[src/inc/lctg_regs.vh]
/*
 * register map, field positions, reset values and codes for the line
 * clamp timing generator.
 * assumes: included by bare name from the design files under src/.
 */
//
// Contract
// - With the clamp-source bit (0x18 bit 4) set, the pin sets the window.
// - Polarity bit 6 of 0x18 sets the clamp pin's active level; bit 7 is unused.
// - Internally, the window opens 0x19 pixel periods after hsync ends.
// - The window then stays open 0x1A pixel periods, closed till next line.
// - Start delay and window length are 8-bit unsigned counts, 0 to 255.
// - Each of three channels has a midscale select bit in 0x18 bits [3:1].
`ifndef LCTG_REGS_VH
`define LCTG_REGS_VH

// ------------------------------------------------------------
// register offsets
// ------------------------------------------------------------
`define LCTG_OFS_CTRL 8'h18
`define LCTG_OFS_START 8'h19
`define LCTG_OFS_LENGTH 8'h1a

// ------------------------------------------------------------
// control register fields
// ------------------------------------------------------------
`define LCTG_POL_HI 7
`define LCTG_POL_LO 6
`define LCTG_SRC_BIT 4
`define LCTG_MID_HI 3
`define LCTG_MID_LO 1

// ------------------------------------------------------------
// reset values
// ------------------------------------------------------------
`define LCTG_RST_CTRL 8'h00
`define LCTG_RST_START 8'h04
`define LCTG_RST_LENGTH 8'h28

// ------------------------------------------------------------
// two-wire port
// ------------------------------------------------------------
// device address value is arbitrary
`define LCTG_DEV_ADDR 7'h4c

`endif

[src/lctg_window_gen.v]
/*
 * internal clamp window generator: delay then window, counted in
 * pixel periods from the trailing (falling) edge of an active-high hsync.
 * assumes: mclk is the pixel clock; hsync synchronous to it.
 */
`timescale 1ns/1ps
module lctg_window_gen #(
    parameter CW = 8
)
(
    input wire mclk,
    input wire srst,
    input wire hsync,
    input wire [CW-1:0] start_delay,
    input wire [CW-1:0] window_length,
    output reg window
);

// ------------------------------------------------------------
// states
// ------------------------------------------------------------
localparam [1:0] ST_IDLE = 2'b00;
localparam [1:0] ST_DELAY = 2'b01;
localparam [1:0] ST_ACTIVE = 2'b10;

reg [1:0] state_reg;
reg [1:0] state_next;
reg [CW-1:0] cnt_reg;
reg [CW-1:0] cnt_next;
reg hsync_reg;
wire trail;

assign trail = hsync_reg & ~hsync;

always @*
begin
    state_next = state_reg;
    cnt_next = cnt_reg;
    if (trail)
    begin
        if (start_delay != {CW{1'b0}})
        begin
            state_next = ST_DELAY;
            cnt_next = start_delay - {{(CW-1){1'b0}}, 1'b1};
        end
        else if (window_length != {CW{1'b0}})
        begin
            state_next = ST_ACTIVE;
            cnt_next = window_length - {{(CW-1){1'b0}}, 1'b1};
        end
        else
        begin
            state_next = ST_IDLE;
        end
    end
    else
    begin
        case (state_reg)
            ST_DELAY:
            begin
                if (cnt_reg != {CW{1'b0}})
                begin
                    cnt_next = cnt_reg - {{(CW-1){1'b0}}, 1'b1};
                end
                else if (window_length != {CW{1'b0}})
                begin
                    state_next = ST_ACTIVE;
                    cnt_next = window_length - {{(CW-1){1'b0}}, 1'b1};
                end
                else
                begin
                    state_next = ST_IDLE;
                end
            end
            ST_ACTIVE:
            begin
                if (cnt_reg != {CW{1'b0}})
                begin
                    cnt_next = cnt_reg - {{(CW-1){1'b0}}, 1'b1};
                end
                else
                begin
                    state_next = ST_IDLE;
                end
            end
            default:
            begin
                state_next = ST_IDLE;
            end
        endcase
    end
end

always @(posedge mclk)
begin
    if (srst)
    begin
        state_reg <= ST_IDLE;
        cnt_reg <= {CW{1'b0}};
        hsync_reg <= 1'b0;
        window <= 1'b0;
    end
    else
    begin
        state_reg <= state_next;
        cnt_reg <= cnt_next;
        hsync_reg <= hsync;
        window <= (state_next == ST_ACTIVE);
    end
end

endmodule // lctg_window_gen

[src/lctg_top.v]
/*
 * line clamp timing generator: two-wire register slave, clamp source
 * and polarity selection, per-channel midscale clamp selects.
 * assumes: scl, sda_in, hsync, clamp_pin synchronous to mclk (pixel
 * clock); sda is open drain, resolved outside.
 */
`timescale 1ns/1ps
`include "lctg_regs.vh"
module lctg_top #(
    parameter [6:0] DEV_ADDR = `LCTG_DEV_ADDR,
    parameter NCH = 3
)
(
    input wire mclk,
    input wire srst,
    input wire scl,
    input wire sda_in,
    output reg sda_out,
    output reg sda_oe,
    input wire hsync,
    input wire clamp_pin,
    output reg clamp_active,
    output reg [NCH-1:0] clamp_midscale,
    output reg [NCH-1:0] clamp_ground
);

// ------------------------------------------------------------
// serial port states
// ------------------------------------------------------------
localparam [2:0] SP_IDLE = 3'd0;
localparam [2:0] SP_ADDR = 3'd1;
localparam [2:0] SP_SUB = 3'd2;
localparam [2:0] SP_WR = 3'd3;
localparam [2:0] SP_RD = 3'd4;
localparam [2:0] SP_ACK = 3'd5;
localparam [2:0] SP_RACK = 3'd6;

reg [7:0] ctrl_reg;
reg [7:0] start_reg;
reg [7:0] length_reg;
reg [2:0] sp_state_reg;
reg [2:0] after_reg;
reg [2:0] bit_cnt_reg;
reg byte_done_reg;
reg [7:0] shift_reg;
reg [7:0] ptr_reg;
reg more_reg;
reg scl_reg;
reg sda_reg;
reg [7:0] rd_data;
wire scl_rise;
wire scl_fall;
wire start_ev;
wire stop_ev;
wire int_window;
wire ext_window;
wire window;

assign scl_rise = ~scl_reg & scl;
assign scl_fall = scl_reg & ~scl;
assign start_ev = scl & scl_reg & sda_reg & ~sda_in;
assign stop_ev = scl & scl_reg & ~sda_reg & sda_in;

// ------------------------------------------------------------
// register read mux
// ------------------------------------------------------------
always @*
begin
    case (ptr_reg)
        `LCTG_OFS_CTRL: rd_data = ctrl_reg;
        `LCTG_OFS_START: rd_data = start_reg;
        `LCTG_OFS_LENGTH: rd_data = length_reg;
        default: rd_data = 8'h00;
    endcase
end

// ------------------------------------------------------------
// two-wire slave
// ------------------------------------------------------------
always @(posedge mclk)
begin
    if (srst)
    begin
        sp_state_reg <= SP_IDLE;
        after_reg <= SP_IDLE;
        bit_cnt_reg <= 3'd0;
        byte_done_reg <= 1'b0;
        shift_reg <= 8'h00;
        ptr_reg <= 8'h00;
        more_reg <= 1'b0;
        scl_reg <= 1'b1;
        sda_reg <= 1'b1;
        sda_out <= 1'b0;
        sda_oe <= 1'b0;
        ctrl_reg <= `LCTG_RST_CTRL;
        start_reg <= `LCTG_RST_START;
        length_reg <= `LCTG_RST_LENGTH;
    end
    else
    begin
        scl_reg <= scl;
        sda_reg <= sda_in;
        sda_out <= 1'b0;
        if (start_ev)
        begin
            sp_state_reg <= SP_ADDR;
            bit_cnt_reg <= 3'd0;
            byte_done_reg <= 1'b0;
            sda_oe <= 1'b0;
        end
        else if (stop_ev)
        begin
            sp_state_reg <= SP_IDLE;
            sda_oe <= 1'b0;
        end
        else if (scl_rise)
        begin
            case (sp_state_reg)
                SP_ADDR, SP_SUB, SP_WR, SP_RD:
                begin
                    if (sp_state_reg != SP_RD)
                    begin
                        shift_reg <= {shift_reg[6:0], sda_in};
                    end
                    bit_cnt_reg <= bit_cnt_reg + 3'd1;
                    byte_done_reg <= (bit_cnt_reg == 3'd7);
                end
                SP_RACK:
                begin
                    more_reg <= ~sda_in;
                end
                default:
                begin
                    more_reg <= more_reg;
                end
            endcase
        end
        else if (scl_fall)
        begin
            case (sp_state_reg)
                SP_ADDR:
                begin
                    if (byte_done_reg && shift_reg[7:1] == DEV_ADDR)
                    begin
                        byte_done_reg <= 1'b0;
                        sda_oe <= 1'b1;
                        sp_state_reg <= SP_ACK;
                        after_reg <= shift_reg[0] ? SP_RD : SP_SUB;
                    end
                    else if (byte_done_reg)
                    begin
                        sp_state_reg <= SP_IDLE;
                    end
                end
                SP_SUB:
                begin
                    if (byte_done_reg)
                    begin
                        byte_done_reg <= 1'b0;
                        ptr_reg <= shift_reg;
                        sda_oe <= 1'b1;
                        sp_state_reg <= SP_ACK;
                        after_reg <= SP_WR;
                    end
                end
                SP_WR:
                begin
                    if (byte_done_reg)
                    begin
                        byte_done_reg <= 1'b0;
                        case (ptr_reg)
                            `LCTG_OFS_CTRL: ctrl_reg <= shift_reg;
                            `LCTG_OFS_START: start_reg <= shift_reg;
                            `LCTG_OFS_LENGTH: length_reg <= shift_reg;
                            default: ctrl_reg <= ctrl_reg;
                        endcase
                        ptr_reg <= ptr_reg + 8'h01;
                        sda_oe <= 1'b1;
                        sp_state_reg <= SP_ACK;
                        after_reg <= SP_WR;
                    end
                end
                SP_ACK:
                begin
                    if (after_reg == SP_RD)
                    begin
                        shift_reg <= rd_data;
                        sda_oe <= ~rd_data[7];
                        ptr_reg <= ptr_reg + 8'h01;
                    end
                    else
                    begin
                        sda_oe <= 1'b0;
                    end
                    bit_cnt_reg <= 3'd0;
                    sp_state_reg <= after_reg;
                end
                SP_RD:
                begin
                    if (byte_done_reg)
                    begin
                        byte_done_reg <= 1'b0;
                        sda_oe <= 1'b0;
                        sp_state_reg <= SP_RACK;
                    end
                    else
                    begin
                        shift_reg <= {shift_reg[6:0], 1'b0};
                        sda_oe <= ~shift_reg[6];
                    end
                end
                SP_RACK:
                begin
                    if (more_reg)
                    begin
                        shift_reg <= rd_data;
                        sda_oe <= ~rd_data[7];
                        ptr_reg <= ptr_reg + 8'h01;
                        bit_cnt_reg <= 3'd0;
                        sp_state_reg <= SP_RD;
                    end
                    else
                    begin
                        sp_state_reg <= SP_IDLE;
                    end
                end
                default:
                begin
                    sp_state_reg <= SP_IDLE;
                end
            endcase
        end
    end
end

// ------------------------------------------------------------
// clamp window sources
// ------------------------------------------------------------
lctg_window_gen #(
    .CW(8)
) u_window_gen (
    .mclk(mclk),
    .srst(srst),
    .hsync(hsync),
    .start_delay(start_reg),
    .window_length(length_reg),
    .window(int_window)
);

// polarity bit 6 set: pin active high; clear: active low
assign ext_window = ~(clamp_pin ^ ctrl_reg[`LCTG_POL_LO]);
assign window = ctrl_reg[`LCTG_SRC_BIT] ? ext_window : int_window;

// ------------------------------------------------------------
// registered clamp outputs
// ------------------------------------------------------------
always @(posedge mclk)
begin
    if (srst)
    begin
        clamp_active <= 1'b0;
    end
    else
    begin
        clamp_active <= window;
    end
end

genvar ch;
generate
    for (ch = 0; ch < NCH; ch = ch + 1)
    begin : g_chan
        always @(posedge mclk)
        begin
            if (srst)
            begin
                clamp_midscale[ch] <= 1'b0;
                clamp_ground[ch] <= 1'b0;
            end
            else
            begin
                clamp_midscale[ch] <= window
                    & ctrl_reg[`LCTG_MID_LO + ch];
                clamp_ground[ch] <= window
                    & ~ctrl_reg[`LCTG_MID_LO + ch];
            end
        end
    end
endgenerate

endmodule // lctg_top

[config.mk]
export PLATFORM = sky130hd
export DESIGN_NAME = lctg_top
export DESIGN_NICKNAME = d
export VERILOG_FILES = /design/src/lctg_window_gen.v /design/src/lctg_top.v
export VERILOG_INCLUDE_DIRS = /design/src /design/src/inc
export SDC_FILE = /design/constraint.sdc
export NUM_CORES = 1
export LEC_CHECK = 0
export BUFFER_PORTS_ARGS = -buffer_cell sky130_fd_sc_hd__buf_4
export CAP_MARGIN = 20
export CORE_MARGIN = 5
export CORE_UTILIZATION = 55
export DETAILED_ROUTE_END_ITERATION = 8
export PLACE_DENSITY = 0.75
export SKIP_CTS_REPAIR_TIMING = 1
export SLEW_MARGIN = 20
export SYNTH_ARGS = -nofsm -noshare
export SYNTH_HDL_FRONTEND = slang
export SYNTH_HIERARCHICAL = 1
export SYNTH_SLANG_ARGS = --single-unit
[constraint.sdc]
create_clock -name mclk -period 2.2 [get_ports mclk]
set_input_delay 0 -clock mclk [delete_from_list [all_inputs] [get_ports mclk]]
set_output_delay 0 -clock mclk [all_outputs]
set_load 0.02 [all_outputs]
Word level (Yosys, flattened, before mapping) --
Index checks and enable logic that the tools add are counted.
Word-level totals: register bits 73, input port bits 6, output and inout port bits 9, logic and storage cells 182
Operators by class: $add $sub $neg 5, eq/ne operators 35, muxes and demuxes 57, bitwise operators 29, reductions and logical operators 31
Operator list (count):
- $mux 8 | 16
- $pmux 8 s3 | 2
- $mux 3 | 12
- $pmux 8 s4 | 1
- $reduce_and 7->1 | 4
- $eq 8x5->1 const B | 3
- $reduce_bool 8->1 | 3
- $sub 8x1->8 const B | 3
- $reduce_and 5->1 | 4
- $ne 3x3->1 const B | 6
- $reduce_and 9->1 | 2
- $pmux 8 s2 | 1
- $eq 3x3->1 const B | 5
- $pmux 3 s5 | 1
- $and 1x1->1 | 14
- $mux 1 | 14
- $not 1->1 | 14
- $ne 2x2->1 const B | 6
- $pmux 3 s2 | 2
- $reduce_bool 3->1 | 4
- $mux 2 | 5
- $add 8x1->8 const B | 1
- $reduce_bool 4->1 | 2
- $eq 7x7->1 const B | 1
- other kinds (23) | 31

Depth between registers and ports, before layout --
depth after elaboration 8, mapped depth 9, depth with buffers taken out 7

By module --
Netlist, hierarchy kept.
By module, submodules not included:
- lctg_top | instances 1, cells an instance 365, area each 3239.4 µm², sequential area each 1221.2 µm²
- lctg_window_gen | instances 1, cells an instance 166, area each 1263.7 µm², sequential area each 240.2 µm²

Worst setup path before layout --
Ideal clock, no wire load.
path kind register to register, from register scl_reg, to register length_reg[3], library setup time 0.120 ns, arrival 2.007 ns, required time 2.080 ns, setup slack 0.074 ns, cell stages (with the launch flop) 10, path buffers 2, clock period less this slack 2.126 ns, cells stage by stage dfxtp_1 inv_1 ha_1 clkbuf_1 nor2b_1 nand4_1 nor4b_4 buf_6 nor2b_1 a211o_1
Between the ends: word-level cells in the longest chain between the ends 5, elaborated cells between the ends (all ways) 12, classes of those cells bitwise: 11; reduce/logical: 1
Ends and longest elaborated chain:
- from (decl) | RTL line lctg_top.v:48 | reg scl_reg;
- from (signal assigned) | RTL line lctg_top.v:101 | scl_reg <= scl;
- $and 1x1->1 | RTL line lctg_top.v:61, lctg_top.v:62
- $and 1x1->1 (on tied branches) (2 in series) | RTL line lctg_top.v:62, lctg_top.v:61
- $not 1->1 (no source line)
- $reduce_and 7->1 (no source line) (*)
- to (signal assigned) | RTL line lctg_top.v:97 | length_reg <= `LCTG_RST_LENGTH;
- to (signal assigned) | RTL line lctg_top.v:174 | `LCTG_OFS_LENGTH: length_reg <= shift_reg;
- to (decl) | RTL line lctg_top.v:40 | reg [7:0] length_reg;
Mark *: on every way between the ends. The rest lies on a longest branch, timed or not. A chain may end at the register's enable or synchronous reset.

Worst setup path after layout --
from register ptr_reg[2], to register ctrl_reg[4]
Between the ends: word-level cells in the longest chain between the ends 2
Ends and longest elaborated chain:
- from (decl) | RTL line lctg_top.v:46 | reg [7:0] ptr_reg;
- from (signal assigned) | RTL line lctg_top.v:160 | ptr_reg <= shift_reg;
- from (signal assigned) | RTL line lctg_top.v:177 | ptr_reg <= ptr_reg + 8'h01;
- from (signal assigned) | RTL line lctg_top.v:189 | ptr_reg <= ptr_reg + 8'h01;
- $eq 8x5->1 | RTL line lctg_top.v:171 | case (ptr_reg)
- $reduce_and 7->1 (no source line)
- to (signal assigned) | RTL line lctg_top.v:95 | ctrl_reg <= `LCTG_RST_CTRL;
- to (signal assigned) | RTL line lctg_top.v:172 | `LCTG_OFS_CTRL: ctrl_reg <= shift_reg;
- to (signal assigned) | RTL line lctg_top.v:175 | default: ctrl_reg <= ctrl_reg;
- to (decl) | RTL line lctg_top.v:38 | reg [7:0] ctrl_reg;
Every way passes these cells.

==> flow_metrics.tcl <==
set metrics [dict create \
    status "finished, final reports clean" \
    core_um2 8090 \
    routabilityCongestion 0.907 \
    syn_area_um2 4500 \
    crit_type "flop to flop" \
    p_leak_nw 1.82 \
    synth_edf_count 0 \
    drtIter0Drc 331 \
    chipWidth_um 100 \
    finalCritPeriodShare_pct 94.7 \
    synth.distinct_cells 81 \
    grt_pass1_vias 3879 \
    firstDrtPassIters 8 \
    antenna_found_initial 0 \
    crit_required_ps 2420 \
    period_needed_ps 2080 \
    detailed_place_hpwl_mm 7.99 \
    cts-root-buf "clkbuf_8" \
    synth_ff_type "dfxtp_1" \
    maxCapViolCount 0 \
    clock_path_buffers 2 \
    finalSetupTns_ps 0 \
    syn2layout_area_growth_pct 12.9 \
    crit_cells 6 \
    hp-start "clamp_pin" \
    die_area_um2 10100 \
    vias 4164 \
    arrival_ps 2300 \
    htree_levels 3 \
    clock-sinks 73 \
    finalWirelength_mm 11.3 \
    syn_nets 553 \
    drive_gt1_share_pct 18.9 \
    clk_latency_ps 360 \
    final_util_pct 62.8 \
    slowest_stage "or4_4" \
    drc 0 \
    grt_max_degree 68 \
    grt_remaining_overflow 0 \
    num_rows 33 \
    wire_per_inst_um 16.7 \
    rsz0062_at_grt "no" \
    synthArstFlopShare_pct 0 \
    synthCells 531 \
    max_freq_ghz 0.480 \
    crit_chain "or4_4, or2_4, nor4b_2, buf_4, mux2i_1, nor2_1" \
    cts_tree "built" \
    hp-class "input pin to flop" \
    reg2reg_from "ptr_reg[2]$_SDFFE_PP0P_" \
    fin_ws_ps 116 \
    crit_path_max_incr_delay_ps 540 \
    crit_fanout 8 \
    initial_core_util_pct 55.6 \
    ant_nets 0 \
    yosysWarnings 6 \
    hold-path-cell-count 5 \
    track_usage_pct 22.7 \
    grt_pass1_wl_mm 18.8 \
    die_y_um 100 \
    critical_path_buf_inv_count 1 \
    postSynthAreaPerCell_um2 8.48 \
    ir_drop_mv 0.299 \
    diodes 0 \
    nNetsFinal 588 \
    worst_r2r_path_depth 6 \
    critPathLaunch "ptr_reg[2]$_SDFFE_PP0P_" \
    skew_ps 9.98 \
    cp-end-kind "flop" \
    routed_via_density 6.16 \
    cp_top_family "simple AND/OR/NAND/NOR gates" \
    crit_path_start_kind "flop" \
    setup_viol 0 \
    final_common_cell "dfxtp_1" \
    place_ws_ps 80.5 \
    clkTransAtPathRegs_ps 90 \
    slew_headroom_pct 51.9 \
    final_cell_mix "72 x dfxtp_1, 67 x nor2_1, 54 x buf_4" \
    power_density_nw_per_um2 533 \
    pin_count 15 \
    numCtsBuffers 9 \
    yosysSeqAreaShare_pct 32.5 \
    ys_ff_latch 73 \
    tightest_slew_ps 722 \
    io_buffers 13 \
    slew_viol_final 0 \
    hold_viol_final 0 \
]
## where the power goes
part | internal, mW | total (mW) | switching [mW]
clock network | 0.429 | 1.00 | 0.573
logic | 0.145 | 0.337 | 0.191
registers | 1.34 | 1.37 | 0.0316
total | 1.92 | 2.71 | 0.796
## cells by family (layout without fill, tap and decap cells)
| kind of cell | Yosys count | count (layout) | synth area share (%) |
|---|---|---|---|
| XOR/XNOR | 12 | 12 | 2.33 |
| AND/OR/NAND/NOR | 202 | 202 | 25.0 |
| buffers and inverters | 58 | 98 | 6.53 |
| flip-flops | 73 | 73 | 32.5 |
| multiplexers | 31 | 31 | 6.97 |
| other | 1 | 1 | 0.0833 |
| adder cells (fa/ha/maj) | 16 | 16 | 4.45 |
| AO/OA/AOI/OAI | 138 | 138 | 22.2 |
## Yosys cell counts, drive strengths merged, types with 3 or more instances
| cell | count | area share (%) |
|---|---|---|
| or4 | 4 | 0.83 |
| nor3b | 4 | 0.78 |
| o31ai | 6 | 1.2 |
| nor3 | 19 | 2.1 |
| buf | 14 | 2.4 |
| o311ai | 3 | 0.58 |
| mux2 | 3 | 0.75 |
| dfxtp | 73 | 32 |
| a211oi | 18 | 3.3 |
| a21oi | 24 | 2.7 |
| o211ai | 3 | 0.50 |
| nor2b | 8 | 1.1 |
| nand4b | 3 | 0.58 |
| inv | 23 | 1.9 |
| a31oi | 8 | 1.1 |
| mux2i | 28 | 6.2 |
| xnor2 | 7 | 1.4 |
| a222oi | 8 | 1.8 |
| nand2 | 27 | 2.3 |
| a22oi | 5 | 0.83 |
| nor2 | 67 | 5.6 |
| or3 | 7 | 1.1 |
| nand3 | 11 | 1.2 |
| nor4 | 6 | 0.83 |
| a2111oi | 4 | 0.78 |
| a211o | 6 | 1.2 |
| o21ai | 19 | 2.2 |
| and2 | 5 | 0.72 |
| o22ai | 6 | 0.83 |
| xor2 | 5 | 0.97 |
| ha | 16 | 4.4 |
| nor4b | 6 | 2.3 |
| a21o | 6 | 1.0 |
| or2 | 9 | 1.3 |
| nand3b | 6 | 1.0 |
| clkbuf | 20 | 1.9 |
| nand2b | 12 | 1.7 |
## worst register-to-register path, delay by kind of cell, from the launching register on
| kind | cells | cell delay [ps] |
|---|---|---|
| buffers and inverters | 1 | 240 |
| muxes | 1 | 220 |
| and+or+nand+nor | 4 | 1130 |
| DFF | 1 | 350 |
## per-layer routing
| metal | part of all wire (%) | track usage (%) |
|---|---|---|
| met5 | 0 | 0 |
| met4 | 1.2 | 7.05 |
| met1 | 44 | 29.8 |
| met3 | 6.5 | 4.36 |
| met2 | 49 | 37.7 |
## stage by stage
step | area [µm²] | std cells | power [mW] | hold slack [ps]
2_1_floorplan | 4500 | 531 | 1.64 | 107
3_3_place_gp | 4830 | 655 | 1.72 | 226
3_5_place_dp | 4830 | 655 | 1.73 | 234
4_1_cts | 5010 | 671 | 2.73 | -139
5_1_grt | 5080 | 676 | 2.84 | 162
6_report | 5080 | 676 | 2.71 | 124
## cell type report
class | instances | area (µm²)
flip-flops and latches | 73 | 1460
fillers | 696 | 3010
multi-input cells | 400 | 2760
repair buffers | 59 | 458
inverters | 23 | 86.3
clock inverters | 7 | 58.8
well taps | 105 | 131
clock buffers | 9 | 124
## final timing paths
check,endpoint,slack [ps]
setup / recovery,ctrl_reg[4]$_SDFFE_PP0P_,120
hold / removal,clamp_ground[1]$_SDFF_PP0_,120
setup reg to reg,ctrl_reg[4]$_SDFFE_PP0P_,120
hold reg to reg,sda_oe$_SDFFE_PP0P_,500
Note: power is estimated with default switching activity, not from simulation.
